--- src/shared/upmux_pkg.sv ---
package upmux_pkg;

  // Data widths
  localparam int NIB_W = 4;
  localparam int SYM_W = 5;

  // Transmit word from the repeater core: symbol, enable, error
  localparam int TXW_SYM = 0;
  localparam int TXW_EN  = 5;
  localparam int TXW_ERR = 6;
  localparam int TXW_W   = 7;

  // Transmit FIFO depth
  localparam int TX_FIFO_DEPTH = 16;

  // Local symbol clock edges the reset pin must stay low
  localparam int RESET_FILTER_EDGES = 4;

  // Line codes
  localparam logic [SYM_W-1:0] HALT_SYMBOL     = 5'h04;
  localparam logic [SYM_W-1:0] IDLE_SYMBOL     = 5'h1F;
  localparam logic [NIB_W-1:0] MII_IDLE_NIBBLE = 4'h0;

  // Bit positions in the synchroniser vector
  localparam int I_REC  = 0;
  localparam int I_TXC  = 1;
  localparam int I_LOC  = 2;
  localparam int I_RST  = 3;
  localparam int I_STX  = 4;
  localparam int I_STY  = 5;
  localparam int I_SIG  = 6;
  localparam int I_RD   = 7;
  localparam int I_RD4  = 11;
  localparam int I_CRS  = 12;
  localparam int I_COL  = 13;
  localparam int SYNC_W = 14;

  // Port 0 personality
  typedef enum logic [1:0] {
    UPMUX_TX,
    UPMUX_PCS,
    UPMUX_MAC
  } upmux_mode_t;

endpackage : upmux_pkg

--- src/shared/upmux_fifo_if.sv ---
`timescale 1ns/1ps
interface upmux_fifo_if #(
  parameter int WIDTH = 8
);
  logic             inValid;
  logic             inReady;
  logic [WIDTH-1:0] inData;
  logic             outValid;
  logic             outReady;
  logic [WIDTH-1:0] outData;

  modport store (
    input  inValid,
    input  inData,
    input  outReady,
    output inReady,
    output outValid,
    output outData
  );

  modport user (
    output inValid,
    output inData,
    output outReady,
    input  inReady,
    input  outValid,
    input  outData
  );
endinterface : upmux_fifo_if

--- src/upmux_port0.sv ---
`timescale 1ns/1ps
module upmux_port0 #(
  parameter int RST_FILTER_EDGES = upmux_pkg::RESET_FILTER_EDGES,
  parameter int FIFO_DEPTH       = upmux_pkg::TX_FIFO_DEPTH
) (
  input  wire logic                        clk,
  input  wire logic                        nrst,
  input  wire logic                        port0RecoveredClock,
  input  wire logic                        txClk,
  input  wire logic                        localSymbolClock,
  input  wire logic                        resetActiveLow,
  input  wire logic                        port0TxModeStrap,
  input  wire logic                        ledOnePin,
  input  wire logic                        port0SignalDetectIn,
  output logic                             rxDataValidOut,
  output logic                             rxDataValidOe,
  input  wire logic [upmux_pkg::NIB_W-1:0] port0ReceiveSymbol,
  input  wire logic                        port0ReceiveSymbolMsb,
  input  wire logic                        crsIn,
  output logic                             crsOut,
  output logic                             crsOe,
  input  wire logic                        colIn,
  output logic                             colOut,
  output logic                             colOe,
  output logic                             txEnOut,
  output logic [upmux_pkg::NIB_W-1:0]      transmitSymbol,
  output logic                             port0TransmitSymbolMsb,
  input  wire logic                        txWordValid,
  output logic                             txWordReady,
  input  wire logic [upmux_pkg::SYM_W-1:0] txWordSymbol,
  input  wire logic                        txWordEnable,
  input  wire logic                        txWordError,
  input  wire logic                        mediumRxActive,
  input  wire logic                        halfDuplex,
  output logic [upmux_pkg::SYM_W-1:0]      rxSymbol,
  output logic                             rxError,
  output logic                             rxStrobe,
  output logic                             port0SignalDetect,
  output logic                             phyCarrier,
  output logic                             phyCollision,
  output logic                             port0TxMode,
  output logic                             pcsType,
  output logic                             portInReset
);
  import upmux_pkg::*;

  localparam int FILT_W = $clog2(RST_FILTER_EDGES + 1);

  typedef struct packed {
    logic [SYNC_W-1:0] sync1;
    logic [SYNC_W-1:0] sync2;
    logic [SYNC_W-1:0] syncPrev;
    logic [FILT_W-1:0] filtCount;
    logic              inReset;
    upmux_mode_t       mode;
    logic              txMode;
    logic              pcsMode;
    logic              rxdvOut;
    logic              rxdvOe;
    logic              crsOut;
    logic              crsOe;
    logic              colOut;
    logic              colOe;
    logic              txEn;
    logic [NIB_W-1:0]  txNib;
    logic              txMsb;
    logic [SYM_W-1:0]  rxSym;
    logic              rxErr;
    logic              rxStb;
    logic              sigDet;
    logic              phyCrs;
    logic              phyCol;
  } upmux_state_t;

  upmux_state_t      s;
  upmux_state_t      next_s;
  logic [SYNC_W-1:0] pinVec;
  logic              recRise;
  logic              txcRise;
  logic              locRise;
  logic              txRise;
  logic [TXW_W-1:0]  word;

  upmux_fifo_if #(.WIDTH(TXW_W)) fifoIf ();

  upmux_tx_fifo #(
    .WIDTH (TXW_W),
    .DEPTH (FIFO_DEPTH)
  ) txFifo (
    .clk  (clk),
    .nrst (nrst),
    .f    (fifoIf.store)
  );

  // Core side of the transmit store
  assign fifoIf.inValid = txWordValid;
  assign fifoIf.inData  = {txWordError, txWordEnable, txWordSymbol};
  assign txWordReady    = fifoIf.inReady;
  assign word           = fifoIf.outData;

  // Every pin and foreign clock enters through two flops
  assign pinVec = {colIn, crsIn, port0ReceiveSymbolMsb, port0ReceiveSymbol,
                   port0SignalDetectIn, ledOnePin, port0TxModeStrap,
                   resetActiveLow, localSymbolClock, txClk, port0RecoveredClock};

  assign recRise = s.sync2[I_REC] && !s.syncPrev[I_REC];
  assign txcRise = s.sync2[I_TXC] && !s.syncPrev[I_TXC];
  assign locRise = s.sync2[I_LOC] && !s.syncPrev[I_LOC];
  assign txRise  = (s.mode == UPMUX_TX) ? locRise : txcRise;

  always_comb begin
    logic en;
    logic err;
    en                = 1'b0;
    err               = 1'b0;
    next_s            = s;
    next_s.sync1      = pinVec;
    next_s.sync2      = s.sync1;
    next_s.syncPrev   = s.sync2;
    next_s.rxStb      = 1'b0;
    fifoIf.outReady   = 1'b0;
    // Reset pin must stay low over several local clock edges
    if (s.sync2[I_RST]) begin
      next_s.filtCount = '0;
      next_s.inReset   = 1'b0;
    end else if (locRise) begin
      if (s.filtCount == FILT_W'(RST_FILTER_EDGES - 1)) begin
        next_s.inReset = 1'b1;
      end else begin
        next_s.filtCount = s.filtCount + 1'b1;
      end
    end
    // Straps are caught only at release and held until the next reset
    if (s.inReset && !next_s.inReset) begin
      if (s.sync2[I_STX]) begin
        next_s.mode = UPMUX_TX;
      end else if (s.sync2[I_STY]) begin
        next_s.mode = UPMUX_PCS;
      end else begin
        next_s.mode = UPMUX_MAC;
      end
    end
    next_s.txMode  = (next_s.mode == UPMUX_TX);
    next_s.pcsMode = (next_s.mode == UPMUX_PCS);
    if (s.inReset) begin
      next_s.rxdvOut = 1'b0;
      next_s.rxdvOe  = 1'b0;
      next_s.crsOut  = 1'b0;
      next_s.crsOe   = 1'b0;
      next_s.colOut  = 1'b0;
      next_s.colOe   = 1'b0;
      next_s.txEn    = 1'b0;
      next_s.txNib   = '0;
      next_s.txMsb   = 1'b0;
      next_s.sigDet  = 1'b0;
      next_s.phyCrs  = 1'b0;
      next_s.phyCol  = 1'b0;
    end else begin
      next_s.rxdvOe = (s.mode != UPMUX_TX);
      next_s.crsOe  = (s.mode == UPMUX_PCS);
      next_s.colOe  = (s.mode == UPMUX_PCS);
      next_s.sigDet = (s.mode == UPMUX_TX) && s.sync2[I_SIG];
      next_s.phyCrs = (s.mode == UPMUX_MAC) && s.sync2[I_CRS];
      next_s.phyCol = (s.mode == UPMUX_MAC) && s.sync2[I_COL];
      if (recRise) begin
        next_s.rxStb = 1'b1;
        if (s.mode == UPMUX_TX) begin
          next_s.rxSym = {s.sync2[I_RD4], s.sync2[I_RD +: NIB_W]};
          next_s.rxErr = 1'b0;
        end else begin
          next_s.rxSym = {1'b0, s.sync2[I_RD +: NIB_W]};
          next_s.rxErr = s.sync2[I_RD4];
        end
      end
      if (txRise) begin
        fifoIf.outReady = 1'b1;
        case (s.mode)
          UPMUX_TX: begin
            if (fifoIf.outValid) begin
              next_s.txNib = word[TXW_SYM +: NIB_W];
              next_s.txMsb = word[TXW_SYM + NIB_W];
            end else begin
              next_s.txNib = IDLE_SYMBOL[NIB_W-1:0];
              next_s.txMsb = IDLE_SYMBOL[SYM_W-1];
            end
            next_s.txEn    = 1'b0;
            next_s.rxdvOut = 1'b0;
            next_s.crsOut  = 1'b0;
            next_s.colOut  = 1'b0;
          end
          UPMUX_PCS, UPMUX_MAC: begin
            en  = fifoIf.outValid && word[TXW_EN];
            err = en && word[TXW_ERR];
            if (err) begin
              next_s.txNib = HALT_SYMBOL[NIB_W-1:0];
            end else if (en) begin
              next_s.txNib = word[TXW_SYM +: NIB_W];
            end else begin
              next_s.txNib = MII_IDLE_NIBBLE;
            end
            next_s.txMsb   = err;
            next_s.txEn    = en;
            next_s.rxdvOut = en;
            if (s.mode == UPMUX_PCS) begin
              next_s.crsOut = mediumRxActive || (en && halfDuplex);
              next_s.colOut = mediumRxActive && en;
            end else begin
              next_s.crsOut = 1'b0;
              next_s.colOut = 1'b0;
            end
          end
          default: begin
            next_s.txEn = 1'b0;
          end
        endcase
      end
    end
  end

  always_ff @(posedge clk) begin
    if (!nrst) begin
      s         <= '0;
      s.inReset <= 1'b1;
      s.mode    <= UPMUX_TX;
      s.txMode  <= 1'b1;
    end else begin
      s <= next_s;
    end
  end

  assign rxDataValidOut         = s.rxdvOut;
  assign rxDataValidOe          = s.rxdvOe;
  assign crsOut                 = s.crsOut;
  assign crsOe                  = s.crsOe;
  assign colOut                 = s.colOut;
  assign colOe                  = s.colOe;
  assign txEnOut                = s.txEn;
  assign transmitSymbol         = s.txNib;
  assign port0TransmitSymbolMsb = s.txMsb;
  assign rxSymbol               = s.rxSym;
  assign rxError                = s.rxErr;
  assign rxStrobe               = s.rxStb;
  assign port0SignalDetect      = s.sigDet;
  assign phyCarrier             = s.phyCrs;
  assign phyCollision           = s.phyCol;
  assign port0TxMode            = s.txMode;
  assign pcsType                = s.pcsMode;
  assign portInReset            = s.inReset;
endmodule : upmux_port0

--- src/upmux_tx_fifo.sv ---
`timescale 1ns/1ps
module upmux_tx_fifo #(
  parameter int WIDTH = 7,
  parameter int DEPTH = 16
) (
  input wire logic    clk,
  input wire logic    nrst,
  upmux_fifo_if.store f
);
  import upmux_pkg::*;

  localparam int AW = $clog2(DEPTH);

  typedef struct packed {
    logic [DEPTH-1:0][WIDTH-1:0] mem;
    logic [AW-1:0]               rd;
    logic [AW-1:0]               wr;
    logic [AW:0]                 cnt;
    logic                        notFull;
  } upmux_fifo_state_t;

  upmux_fifo_state_t s;
  upmux_fifo_state_t next_s;
  logic              push;
  logic              pop;

  assign push       = f.inValid && s.notFull;
  assign pop        = f.outReady && (s.cnt != '0);
  assign f.inReady  = s.notFull;
  assign f.outValid = (s.cnt != '0);
  assign f.outData  = s.mem[s.rd];

  always_comb begin
    next_s = s;
    if (push) begin
      next_s.mem[s.wr] = f.inData;
      next_s.wr        = s.wr + 1'b1;
    end
    if (pop) begin
      next_s.rd = s.rd + 1'b1;
    end
    if (push && !pop) begin
      next_s.cnt = s.cnt + 1'b1;
    end else if (pop && !push) begin
      next_s.cnt = s.cnt - 1'b1;
    end
    next_s.notFull = (next_s.cnt != (AW+1)'(DEPTH));
  end

  always_ff @(posedge clk) begin
    if (!nrst) begin
      s         <= '0;
      s.notFull <= 1'b1;
    end else begin
      s <= next_s;
    end
  end
endmodule : upmux_tx_fifo

--- config.mk ---
export PLATFORM = sky130hd
export DESIGN_NAME = upmux_port0
export DESIGN_NICKNAME = d
export VERILOG_FILES = /design/src/shared/upmux_pkg.sv /design/src/shared/upmux_fifo_if.sv /design/src/upmux_port0.sv /design/src/upmux_tx_fifo.sv
export SDC_FILE = /design/constraint.sdc
export NUM_CORES = 1
export LEC_CHECK = 0
export BUFFER_PORTS_ARGS = -buffer_cell sky130_fd_sc_hd__buf_4
export CORE_ASPECT_RATIO = 1.4
export CORE_MARGIN = 2
export CORE_UTILIZATION = 35
export DETAILED_ROUTE_END_ITERATION = 6
export GPL_TIMING_DRIVEN = 1
export PLACE_DENSITY = 0.5
export REMOVE_ABC_BUFFERS = 1
export SYNTH_ARGS = -nofsm -noshare
export SYNTH_HDL_FRONTEND = slang
export SYNTH_SLANG_ARGS = --single-unit
--- constraint.sdc ---
create_clock -name clk -period 2.35 [get_ports clk]
set_input_delay 0.1175 -clock clk [delete_from_list [all_inputs] [get_ports clk]]
set_output_delay 0.1175 -clock clk [all_outputs]
set_load 0.01 [all_outputs]
==> impl_metrics.tcl, run 1 <==
set metrics [dict create \
    run_status "finished clean" \
    mostFrequentLayoutCells "184 x dfxtp_1, 132 x mux2i_1, 117 x nor2b_1" \
    clk_latency_ns 0.43 \
    cts-root-buf "clkbuf_16" \
    die_x_um 132 \
    min-delay-start "txWordSymbol[1]" \
    final_common_cell "dfxtp_1" \
    yosys_warnings 0 \
    power_density_mw_per_mm2 689 \
    synthArstFlopShare_pct 0 \
    grt_pass1_wl_um 31400 \
    cp-end-kind "flop" \
    syn_to_final_growth_pct 21.2 \
    tightest_slew_ns 0.581 \
    crit_family "simple AND/OR/NAND/NOR gates" \
    setup.worst_path.start "txFifo.s[2]" \
    grt_usage_pct 16.7 \
    routed.top_layer "met4" \
    netlist_top_cells_area "dfxtp_1 46%, mux2i_1 16%, nor2b_1 9.1%" \
    finalHoldViolCount 0 \
    detail-route-antenna-nets 0 \
    dp_hpwl_um 13700 \
    period_share_pct 99.0 \
    hp-class "in2reg" \
    syn_area_per_cell_um2 10.5 \
    fin_setup_tns_ns 0 \
    pre_cts_ws_ns -0.0166 \
    cp.depth 9 \
    avgRoutedWirePerCell_um 16.9 \
    synth_top_area_share_pct 46.3 \
    overflow 0 \
    syn_inst 769 \
    route.detailed.drc 0 \
    start_kind "flop" \
    r2r_cells 9 \
    yosysTopAreaCell "dfxtp_1" \
    via_count 5616 \
    path_max_fanout 8 \
    drt_first_iter_violations 276 \
    cts_tree "built" \
    dieArea_mm2 0.0242 \
    dp_cells 1111 \
    wl_um 19600 \
    pwr-share-comb_pct 7.8 \
    fill_cells 2180 \
    diodes 0 \
    switching_share_pct 23.0 \
    finalNonFillerCells 1159 \
    crit_chain "inv_2, ha_4, or4b_4, o211a_4, buf_6, nor2_1, a31oi_1, xnor2_1, or4b_1" \
    required_ns 2.65 \
    setup_violations 0 \
    gp_routability_congestion 0.817 \
    crit_end "txFifo.f.inReady" \
    worstSetupPathType "reg2reg" \
    dr_wl_met2_um 10400 \
    synth-seq-area-share_pct 46.3 \
    slowest_delay_ns 0.49 \
    start_util_pct 35.7 \
    clock_skew_ns 0.0106 \
    core-area_mm2 0.0225 \
    p_int_uw 5180 \
    cp.arrival_ns 2.63 \
    synth_edf_count 0 \
    cts_made_buffers 17 \
    grt_max_degree 124 \
    cp.buffers_inverters 2 \
    grt_pass1_vias 5863 \
    ctsHtreeMaxLevel 4 \
    seqPwrFrac_pct 48.2 \
    antenna_found_initial 0 \
    drive_gt1_share_pct 19.0 \
    post-route-min-period_ns 2.33 \
    clockBufferDepth 2 \
    final_nets 885 \
    rows 65 \
    setup_ws_ns 0.0229 \
    die_h_um 183 \
    dr.pass1.iters 5 \
    port_buffers 51 \
    maxSlewViolCount 0 \
    yosys_register_bits 186 \
    via_per_inst 4.85 \
    synthDistinctLibCells 48 \
    synth-main-ff-cell "dfxtp_1" \
    cap_viol_max_count 0 \
    clock-sinks 186 \
    wl_met3_um 592 \
    r2r-start "txFifo.s[2]" \
    syn_area_mm2 0.00805 \
    p_leak_uw 0.00358 \
    wl_met1_um 8230 \
    rrSetupSlack_ns 0.02 \
    maxSlewHeadroom_pct 61.2 \
    rr_endpoint "txFifo.f.inReady" \
    crit_path_top_delay_cell "or4b_1" \
    path_clk_slew_ns 0.07 \
    pin_count 52 \
    power_frac_clock_pct 44.0 \
    switchingPower_uw 1540 \
    ir_drop_uv 488 \
    fmax_ghz 0.430 \
]
-- worst register-to-register path, cell delays in order, from the launching register on --
cell and delay (ns):
dfxtp_1 0.32, inv_2 0.08, ha_4 0.14, or4b_4 0.47, o211a_4 0.16, buf_6 0.14
nor2_1 0.15, a31oi_1 0.09, xnor2_1 0.16, or4b_1 0.49
-- flip-flops by register name, summed over array words and instances (netlist names), 4 cells and up --
name            flops
rxSymbol            5
s                   8
next_s             28
txFifo.s          125
transmitSymbol      4
-- metrics by stage --
| step | util, % | hold slack (ns) | area [um^2] | power, uW |
|---|---|---|---|---|
| floorplan | - | 0.194 | 7790 | 3560 |
| CTS | 43.1 | 0.0254 | 9710 | 6790 |
| finish | 43.3 | 0.0454 | 9750 | 6720 |
| global placement | 39.6 | 0.326 | 8930 | 3780 |
| detailed placement | 39.6 | 0.331 | 8930 | 3790 |
| global route | 43.3 | 0.0509 | 9750 | 6990 |
-- kinds of logic (layout without fill, tap and decap cells) --
family                     Yosys count  count (layout)  synth area share, %
and+or+nand+nor                    272             272                 19.2
DFF                                186             186                 46.3
muxes                              154             154                 22.2
AOI/OAI and AO/OA                   69              69                 5.52
buffers and inverters               65             154                 3.78
adders and majority gates           13              13                 2.02
xor gates and xnor gates            10              10                 1.09
-- worst min path at each step --
| stage | to | slack, ns | depth (start not counted) |
|---|---|---|---|
| after detailed placement | next_s[54] | 0.33 | 2 |
| final | txFifo.s[120] | 0.05 | 3 |
| after floorplan | portInReset | 0.19 | 1 |
| after global routing | portInReset | 0.05 | 2 |
| after global placement | next_s[50] | 0.33 | 2 |
| after CTS | txFifo.s[121] | 0.03 | 3 |
-- final cells by class --
class                           instances  area (um^2)  share of cell area, %
Inverter                               11         41.3                  0.423
Multi-Input combinational cell        518         4070                   41.7
Clock inverter                         13          165                   1.69
Timing Repair Buffer                  112          935                   9.58
Clock buffer                           18          439                   4.50
Sequential cell                       186         3730                   38.2
Tap cell                              301          377                   3.86
-- layer usage --
metal  GRT usage, %  vias to the layer above
met2           31.5                       99
met4           5.91                        0
met1           18.5                     2723
met3           3.47                       22
met5              0                        -
li1               -                     2772
-- cell usage after synthesis, types with 12 or more instances --
cell,count
and2_1,44
o21ai_0,16
nor2b_1,117
nand3_1,17
a21oi_1,14
nand2_1,32
nor2_1,32
buf_4,12
mux4_2,19
mux2i_1,132
clkbuf_1,34
dfxtp_1,186
ha_1,13
-- power groups by stage --
stage	logic [uW]	registers [uW]	clock network, uW
floorplan	252	3310	0
global placement	474	3310	0
detailed placement	482	3310	0
CTS	510	3240	3040
global route	576	3250	3170
finish	523	3240	2960
-- repair_timing --
item | in CTS | in global routing
buffers inserted | 0 | 1
gates resized for setup | 5 | 9
pin swaps | 0 | 1
endpoints found under the setup margin | 1 | 1
endpoints found under the hold margin | 15 | 0
hold buffers | 16 | 0
Power figures use the tool's default switching activity.
==> inputs of run 2 (changes only) <==
--- a/config.mk
+++ b/config.mk
@@ -8,10 +8,10 @@
 export BUFFER_PORTS_ARGS = -buffer_cell sky130_fd_sc_hd__buf_4
 export CORE_ASPECT_RATIO = 1.4
 export CORE_MARGIN = 2
-export CORE_UTILIZATION = 35
+export CORE_UTILIZATION = 54
 export DETAILED_ROUTE_END_ITERATION = 6
 export GPL_TIMING_DRIVEN = 1
-export PLACE_DENSITY = 0.5
+export PLACE_DENSITY = 0.72
 export REMOVE_ABC_BUFFERS = 1
 export SYNTH_ARGS = -nofsm -noshare
 export SYNTH_HDL_FRONTEND = slang
==> run 2 against run 1 <==
Net effect: the run now ends with setup timing left; combinational power is 1% lower; maximum frequency is 2.1% lower; cell count is 10% lower; non-clock buffer count is 7 lower; critical endpoint unchanged; largest cell class unchanged.
==> impl_metrics.tcl, run 2 (synthesis gave the netlist of run 1 again) <==
set metrics [dict create \
    run_status "finished, violations left" \
    violations "setup timing" \
    worstSetupPathType "reg2reg" \
    path_max_fanout 6 \
    overflow 0 \
    dp_cells 993 \
    holdPathStages 2 \
    grt_pass1_vias 5674 \
    dp_hpwl_um 12400 \
    via_count 5750 \
    route.detailed.drc 0 \
    drt_first_iter_violations 306 \
    dr.pass1.iters 6 \
    cap_viol_max_count 0 \
    drive_gt1_share_pct 18.8 \
    p_leak_uw 0.00357 \
    diodes 0 \
    finalNonFillerCells 1041 \
    path_clk_slew_ns 0.07 \
    maxSlewViolCount 0 \
    rows 52 \
    mostFrequentLayoutCells "185 x dfxtp_1, 132 x mux2i_1, 117 x nor2b_1" \
    clock_skew_ns 0.00905 \
    ctsHtreeMaxLevel 4 \
    wl_um 18600 \
    cts-root-buf "clkbuf_16" \
    cp.buffers_inverters 2 \
    via_per_inst 5.52 \
    finalHoldViolCount 0 \
    fmax_ghz 0.421 \
    clockBufferDepth 2 \
    dieArea_mm2 0.0159 \
    maxSlewHeadroom_pct 57.7 \
    postCtsSetupBuffers 0 \
    final_cell_area_mm2 0.00965 \
    tightest_slew_ns 0.633 \
    crit_chain "inv_2, ha_4, or4b_4, o211a_4, buf_6, o21ai_4, o311ai_2, nor2_1, or4b_1" \
    antenna_found_initial 0 \
    fill_cells 1092 \
    period_share_pct 101 \
    crit_family "simple AND/OR/NAND/NOR gates" \
    r2r_cells 9 \
    cp.depth 9 \
    clock-sinks 186 \
    pin_count 52 \
    die_h_um 148 \
    core-area_mm2 0.0145 \
    largest_register "txFifo.s" \
    cp.arrival_ns 2.67 \
    grt_usage_pct 24.1 \
    place_area_mm2 0.00873 \
    crit_path_top_delay_cell "or4b_1" \
    avgRoutedWirePerCell_um 17.9 \
    largest_reg_flops 125 \
    slowest_delay_ns 0.48 \
    cts_made_buffers 17 \
    port_buffers 51 \
    cts_tree "built" \
    setup_violations 1 \
    syn_to_final_growth_pct 19.9 \
    grt_max_degree 80 \
    die_x_um 107 \
    setup_ws_ns -0.0271 \
    final_common_cell "dfxtp_1" \
    post-route-min-period_ns 2.38 \
    hold-worst-slack_ns 0.0421 \
    grt_pass1_wl_um 29600 \
    start_util_pct 55.5 \
    clk_latency_ns 0.43 \
    power_density_mw_per_mm2 725 \
    cp-end-kind "flop" \
    ir_drop_uv 427 \
    required_ns 2.65 \
    final_nets 878 \
    start_kind "flop" \
    grt_setup_unrepaired "true" \
    gp_routability_congestion 0.939 \
    hp-class "in2reg" \
    detail-route-antenna-nets 0 \
]
run 2: cell types whose count changed in the layout (fill, tap and decap cells not counted), sizes merged:
cell / before / now
clkinv: 6 / 4
buf: 96 / 89
clkinvlp: 1 / 3
bufinv: 3 / 6
inv: 14 / 12
run 2: through the flow:
step                worst slack (ns)  total power (uW)  setup TNS (ns)  utilization (%)
finish                       -0.0271              7000         -0.0271             66.5
global route                  -0.101              7230          -0.101             66.5
global placement              0.0611              3760               0             60.2
detailed placement           -0.0857              3780         -0.0857             60.2
CTS                          0.00832              7050               0             66.2
floorplan                     -0.578              3560           -3.84                -
run 2: layer usage:
layer / routed length (um) / vias up / track usage (%)
met2: 9230 / 157 / 41.5
met4: 637 / 0 / 11.8
met1: 8080 / 2767 / 29.1
li1: - / 2774 / -
met5: 0 / - / 0
met3: 672 / 52 / 3.99
run 2: final cells by class:
type / count / area, um^2 / area share (%)
sequential: 186 / 3730 / 38.6
timing repair buffer: 105 / 870 / 9.01
inverter: 11 / 41.3 / 0.428
tap: 189 / 236 / 2.45
clock buffer: 18 / 439 / 4.55
multi-input combinational: 518 / 4100 / 42.4
clock inverter: 14 / 243 / 2.51
run 2: what timing repair did:
action | 4_1_cts | 5_1_grt
endpoints found under the setup margin | 1 | 5
hold endpoints to repair | 15 | 0
hold buffers | 16 | 0
resized for setup | 10 | 9
pin swaps | 1 | 3
run 2: path summary, 6_finish.rpt:
path / end / from / slack [ns]
worst max-delay path: txFifo.f.inReady / txFifo.s[2] / -0.03
worst min-delay path: s[32] / nrst / 0.04
worst max register to register: txFifo.f.inReady / txFifo.s[2] / -0.03
worst min register to register: next_s[31] / next_s[45] / 0.43
run 2: worst register-to-register path: stages, from the launching register on:
cell      delay (ns)
dfxtp_1         0.32
inv_2           0.08
ha_4            0.14
or4b_4          0.47
o211a_4         0.17
buf_6           0.14
o21ai_4         0.14
o311ai_2        0.12
nor2_1          0.19
or4b_1          0.48
run 2: where the power goes:
group,leakage (uW),internal (uW),switching (uW)
Sequential,0.00151,3210,31.0
Combinational,0.00174,249,267
Clock,0.000323,2030,1210
==> inputs of run 3 (changes only) <==
--- a/config.mk
+++ b/config.mk
@@ -15,4 +15,5 @@
 export REMOVE_ABC_BUFFERS = 1
 export SYNTH_ARGS = -nofsm -noshare
 export SYNTH_HDL_FRONTEND = slang
+export SYNTH_HIERARCHICAL = 1
 export SYNTH_SLANG_ARGS = --single-unit
==> run 3 against run 2 <==
Net effect: the flow still finishes with violations (setup timing); combinational power shrank 16%; cell area down 3.4%; sequential power about the same; die area down 1.3%; cell count is 4.4% lower; highest routed layer unchanged; worst hold slack got worse by 0.020 ns; utilization shrank 2.0 points; routed wire length fell by 8.3%; global-route usage shrank 2.1 points; total power fell by 7.7%; clock-buffer cell count did not move.
==> impl_metrics.tcl, run 3 <==
set metrics [dict create \
    run_status "finished, violations left" \
    violations "setup timing" \
    totalPowerFinal_uw 6460 \
    final_nets 832 \
    synthArstFlopShare_pct 0 \
    crit_path_top_delay_cell "mux4_2" \
    grt_usage_pct 22.0 \
    diodes 0 \
    final_util_pct 64.6 \
    start_kind "flop" \
    maxSlewHeadroom_pct 54.8 \
    cts_tree "built" \
    synth.most_common_cell "dfxtp_1" \
    post-route-min-period_ns 2.36 \
    ir_drop_uv 432 \
    rrSetupSlack_ns -0.01 \
    period_share_pct 100 \
    syn_area_mm2 0.00794 \
    cp.arrival_ns 2.65 \
    tightest_slew_ns 0.678 \
    synth_top_family_by_area "multiplexers" \
    path_clk_slew_ns 0.07 \
    avgRoutedWirePerCell_um 17.2 \
    rows 52 \
    setup_ws_ns -0.0100 \
    die_h_um 148 \
    drive_gt1_share_pct 20.6 \
    core-area_mm2 0.0144 \
    fmax_ghz 0.424 \
    dp_hpwl_um 11600 \
    required_ns 2.64 \
    grt_max_degree 119 \
    synth_edf_count 0 \
    synth-xor-area-share_pct 0.992 \
    slowest_delay_ns 0.53 \
    crit_chain "clkbuf_16, buf_4, mux4_2, mux4_2, nand2_1, o21ai_4, a211oi_2, a211oi_2" \
    hp-class "in2reg" \
    pre_cts_ws_ns -0.0738 \
    final_common_cell "dfxtp_1" \
    largest_reg_flops 125 \
    gp_routability_congestion 0.829 \
    via_count 5521 \
    synthDistinctLibCells 59 \
    power_density_mw_per_mm2 693 \
    grt_setup_unrepaired "true" \
    synth-seq-area-share_pct 46.9 \
    cts-root-buf "clkbuf_16" \
    yosys_register_bits 186 \
    worstSetupPathType "reg2reg" \
    die_x_um 107 \
    cap_viol_max_count 0 \
    synthSimpleGateAreaFrac_pct 16.5 \
    clock_skew_ns 0.0117 \
    maxSlewViolCount 0 \
    pin_count 52 \
    antenna_found_initial 0 \
    p_leak_uw 0.00365 \
    cp-end-kind "flop" \
    start_util_pct 55.0 \
    syn_area_per_cell_um2 10.8 \
    dieArea_mm2 0.0157 \
    dr.pass1.iters 6 \
    clock-sinks 186 \
    synth-compound-area-share_pct 4.47 \
    path_max_fanout 4 \
    clk_latency_ns 0.43 \
    clockBufferDepth 2 \
    synth_top_area_share_pct 46.9 \
    port_buffers 51 \
    mostFrequentLayoutCells "182 x dfxtp_1, 128 x nor2_1, 111 x mux2i_1" \
    setup_violations 1 \
    grt_pass1_vias 5437 \
    wl_um 17100 \
    fill_cells 1140 \
    grt_pass1_wl_um 27400 \
    detail-route-antenna-nets 0 \
    route.detailed.drc 0 \
    cts_made_buffers 17 \
    syn_to_final_growth_pct 17.4 \
    synthMuxAreaShare_pct 24.9 \
    yosysTopAreaCell "dfxtp_1" \
    synth.cells.most_frequent "186 x dfxtp_1, 129 x nor2_1, 111 x mux2i_1, 34 x and2_1, 32 x clkbuf_1" \
    overflow 0 \
    via_per_inst 5.55 \
    netlist_top_cells_area "dfxtp_1 47%, mux2i_1 14%, mux4_1 7.3%" \
    finalHoldViolCount 0 \
    drt_first_iter_violations 263 \
    ctsHtreeMaxLevel 4 \
    syn_inst 737 \
    synth-main-ff-cell "dfxtp_1" \
    largest_register "txFifo/s" \
    yosys_warnings 6 \
    yosys.area_share.adder_pct 2.05 \
]
==> run 3: cell count changes in the layout (fill, tap and decap cells not counted), sizes merged, moves of 11 or more <==
cell,previous run,this run
buf,89,78
mux2i,132,111
and2,45,34
nor2,32,140
mux4,19,35
nor2b,117,8
==> run 3: metrics by stage <==
step	hold WS [ns]	area, um^2	cells	TNS (ns)
after floorplan	0.179	7650	681	-4.18
after global placement	0.328	8470	944	-0.0235
after detailed placement	0.330	8470	944	-0.287
after CTS	0.0143	9210	990	0
after global routing	0.0164	9330	995	-0.258
final	0.0216	9330	995	-0.0100
==> run 3: cell families (layout without fill, tap and decap cells) <==
group | after synthesis | after routing
XOR/XNOR | 9 | 9
flip-flops | 186 | 186
buffers and inverters | 67 | 136
AND/OR/NAND/NOR | 262 | 262
AO/OA/AOI/OAI | 54 | 54
adder cells (fa/ha/maj) | 13 | 13
multiplexers | 146 | 146
==> run 3: per-layer routing <==
metal / vias to the layer above / share of wire, % / global-route usage, %
met3: 42 / 3.6 / 4.41
met5: - / 0 / 0
li1: 2669 / - / -
met4: 0 / 3.3 / 9.74
met1: 2677 / 42 / 26.3
met2: 133 / 51 / 38.2
==> run 3: power by group <==
part	total, uW	switching [uW]	internal [uW]
Sequential	3240	36.4	3210
Clock	2790	1360	1430
Combinational	431	236	195
Total	6460	1630	4830
==> run 3: final cells by class <==
cell class	count	area [um^2]	area share, %
multi-input cells	484	3930	42.2
inverters	11	42.5	0.456
clock buffers	18	429	4.60
well taps	189	236	2.54
repair buffers	93	800	8.57
flip-flops and latches	186	3730	40.0
clock inverters	14	154	1.65
==> run 3: critical path, delay by kind of cell (launching register included) <==
family                 cells  cell delay, ns
AO/OA/AOI/OAI              3            0.40
buffers and inverters      2            0.24
flip-flops                 1            0.38
multiplexers               2            1.02
AND/OR/NAND/NOR            1            0.17
==> run 3: path summary, 6_finish.rpt <==
path / end / startpoint / depth (start not counted)
setup / recovery: transmitSymbol[3] / txFifo/s[10] / 8
hold / removal: txFifo/s[125] / txWordError / 3
setup reg to reg: transmitSymbol[3] / txFifo/s[10] / 8
hold reg to reg: next_s[39] / next_s[53] / 1
==> run 3: timing repair <==
item | in CTS | in global routing
hold buffers | 14 | 0
cloned | 0 | 1
hold endpoints to repair | 14 | 0
endpoints found under the setup margin | 7 | 9
pin swaps | 1 | 8
buffers inserted | 0 | 4
resized for setup | 5 | 22
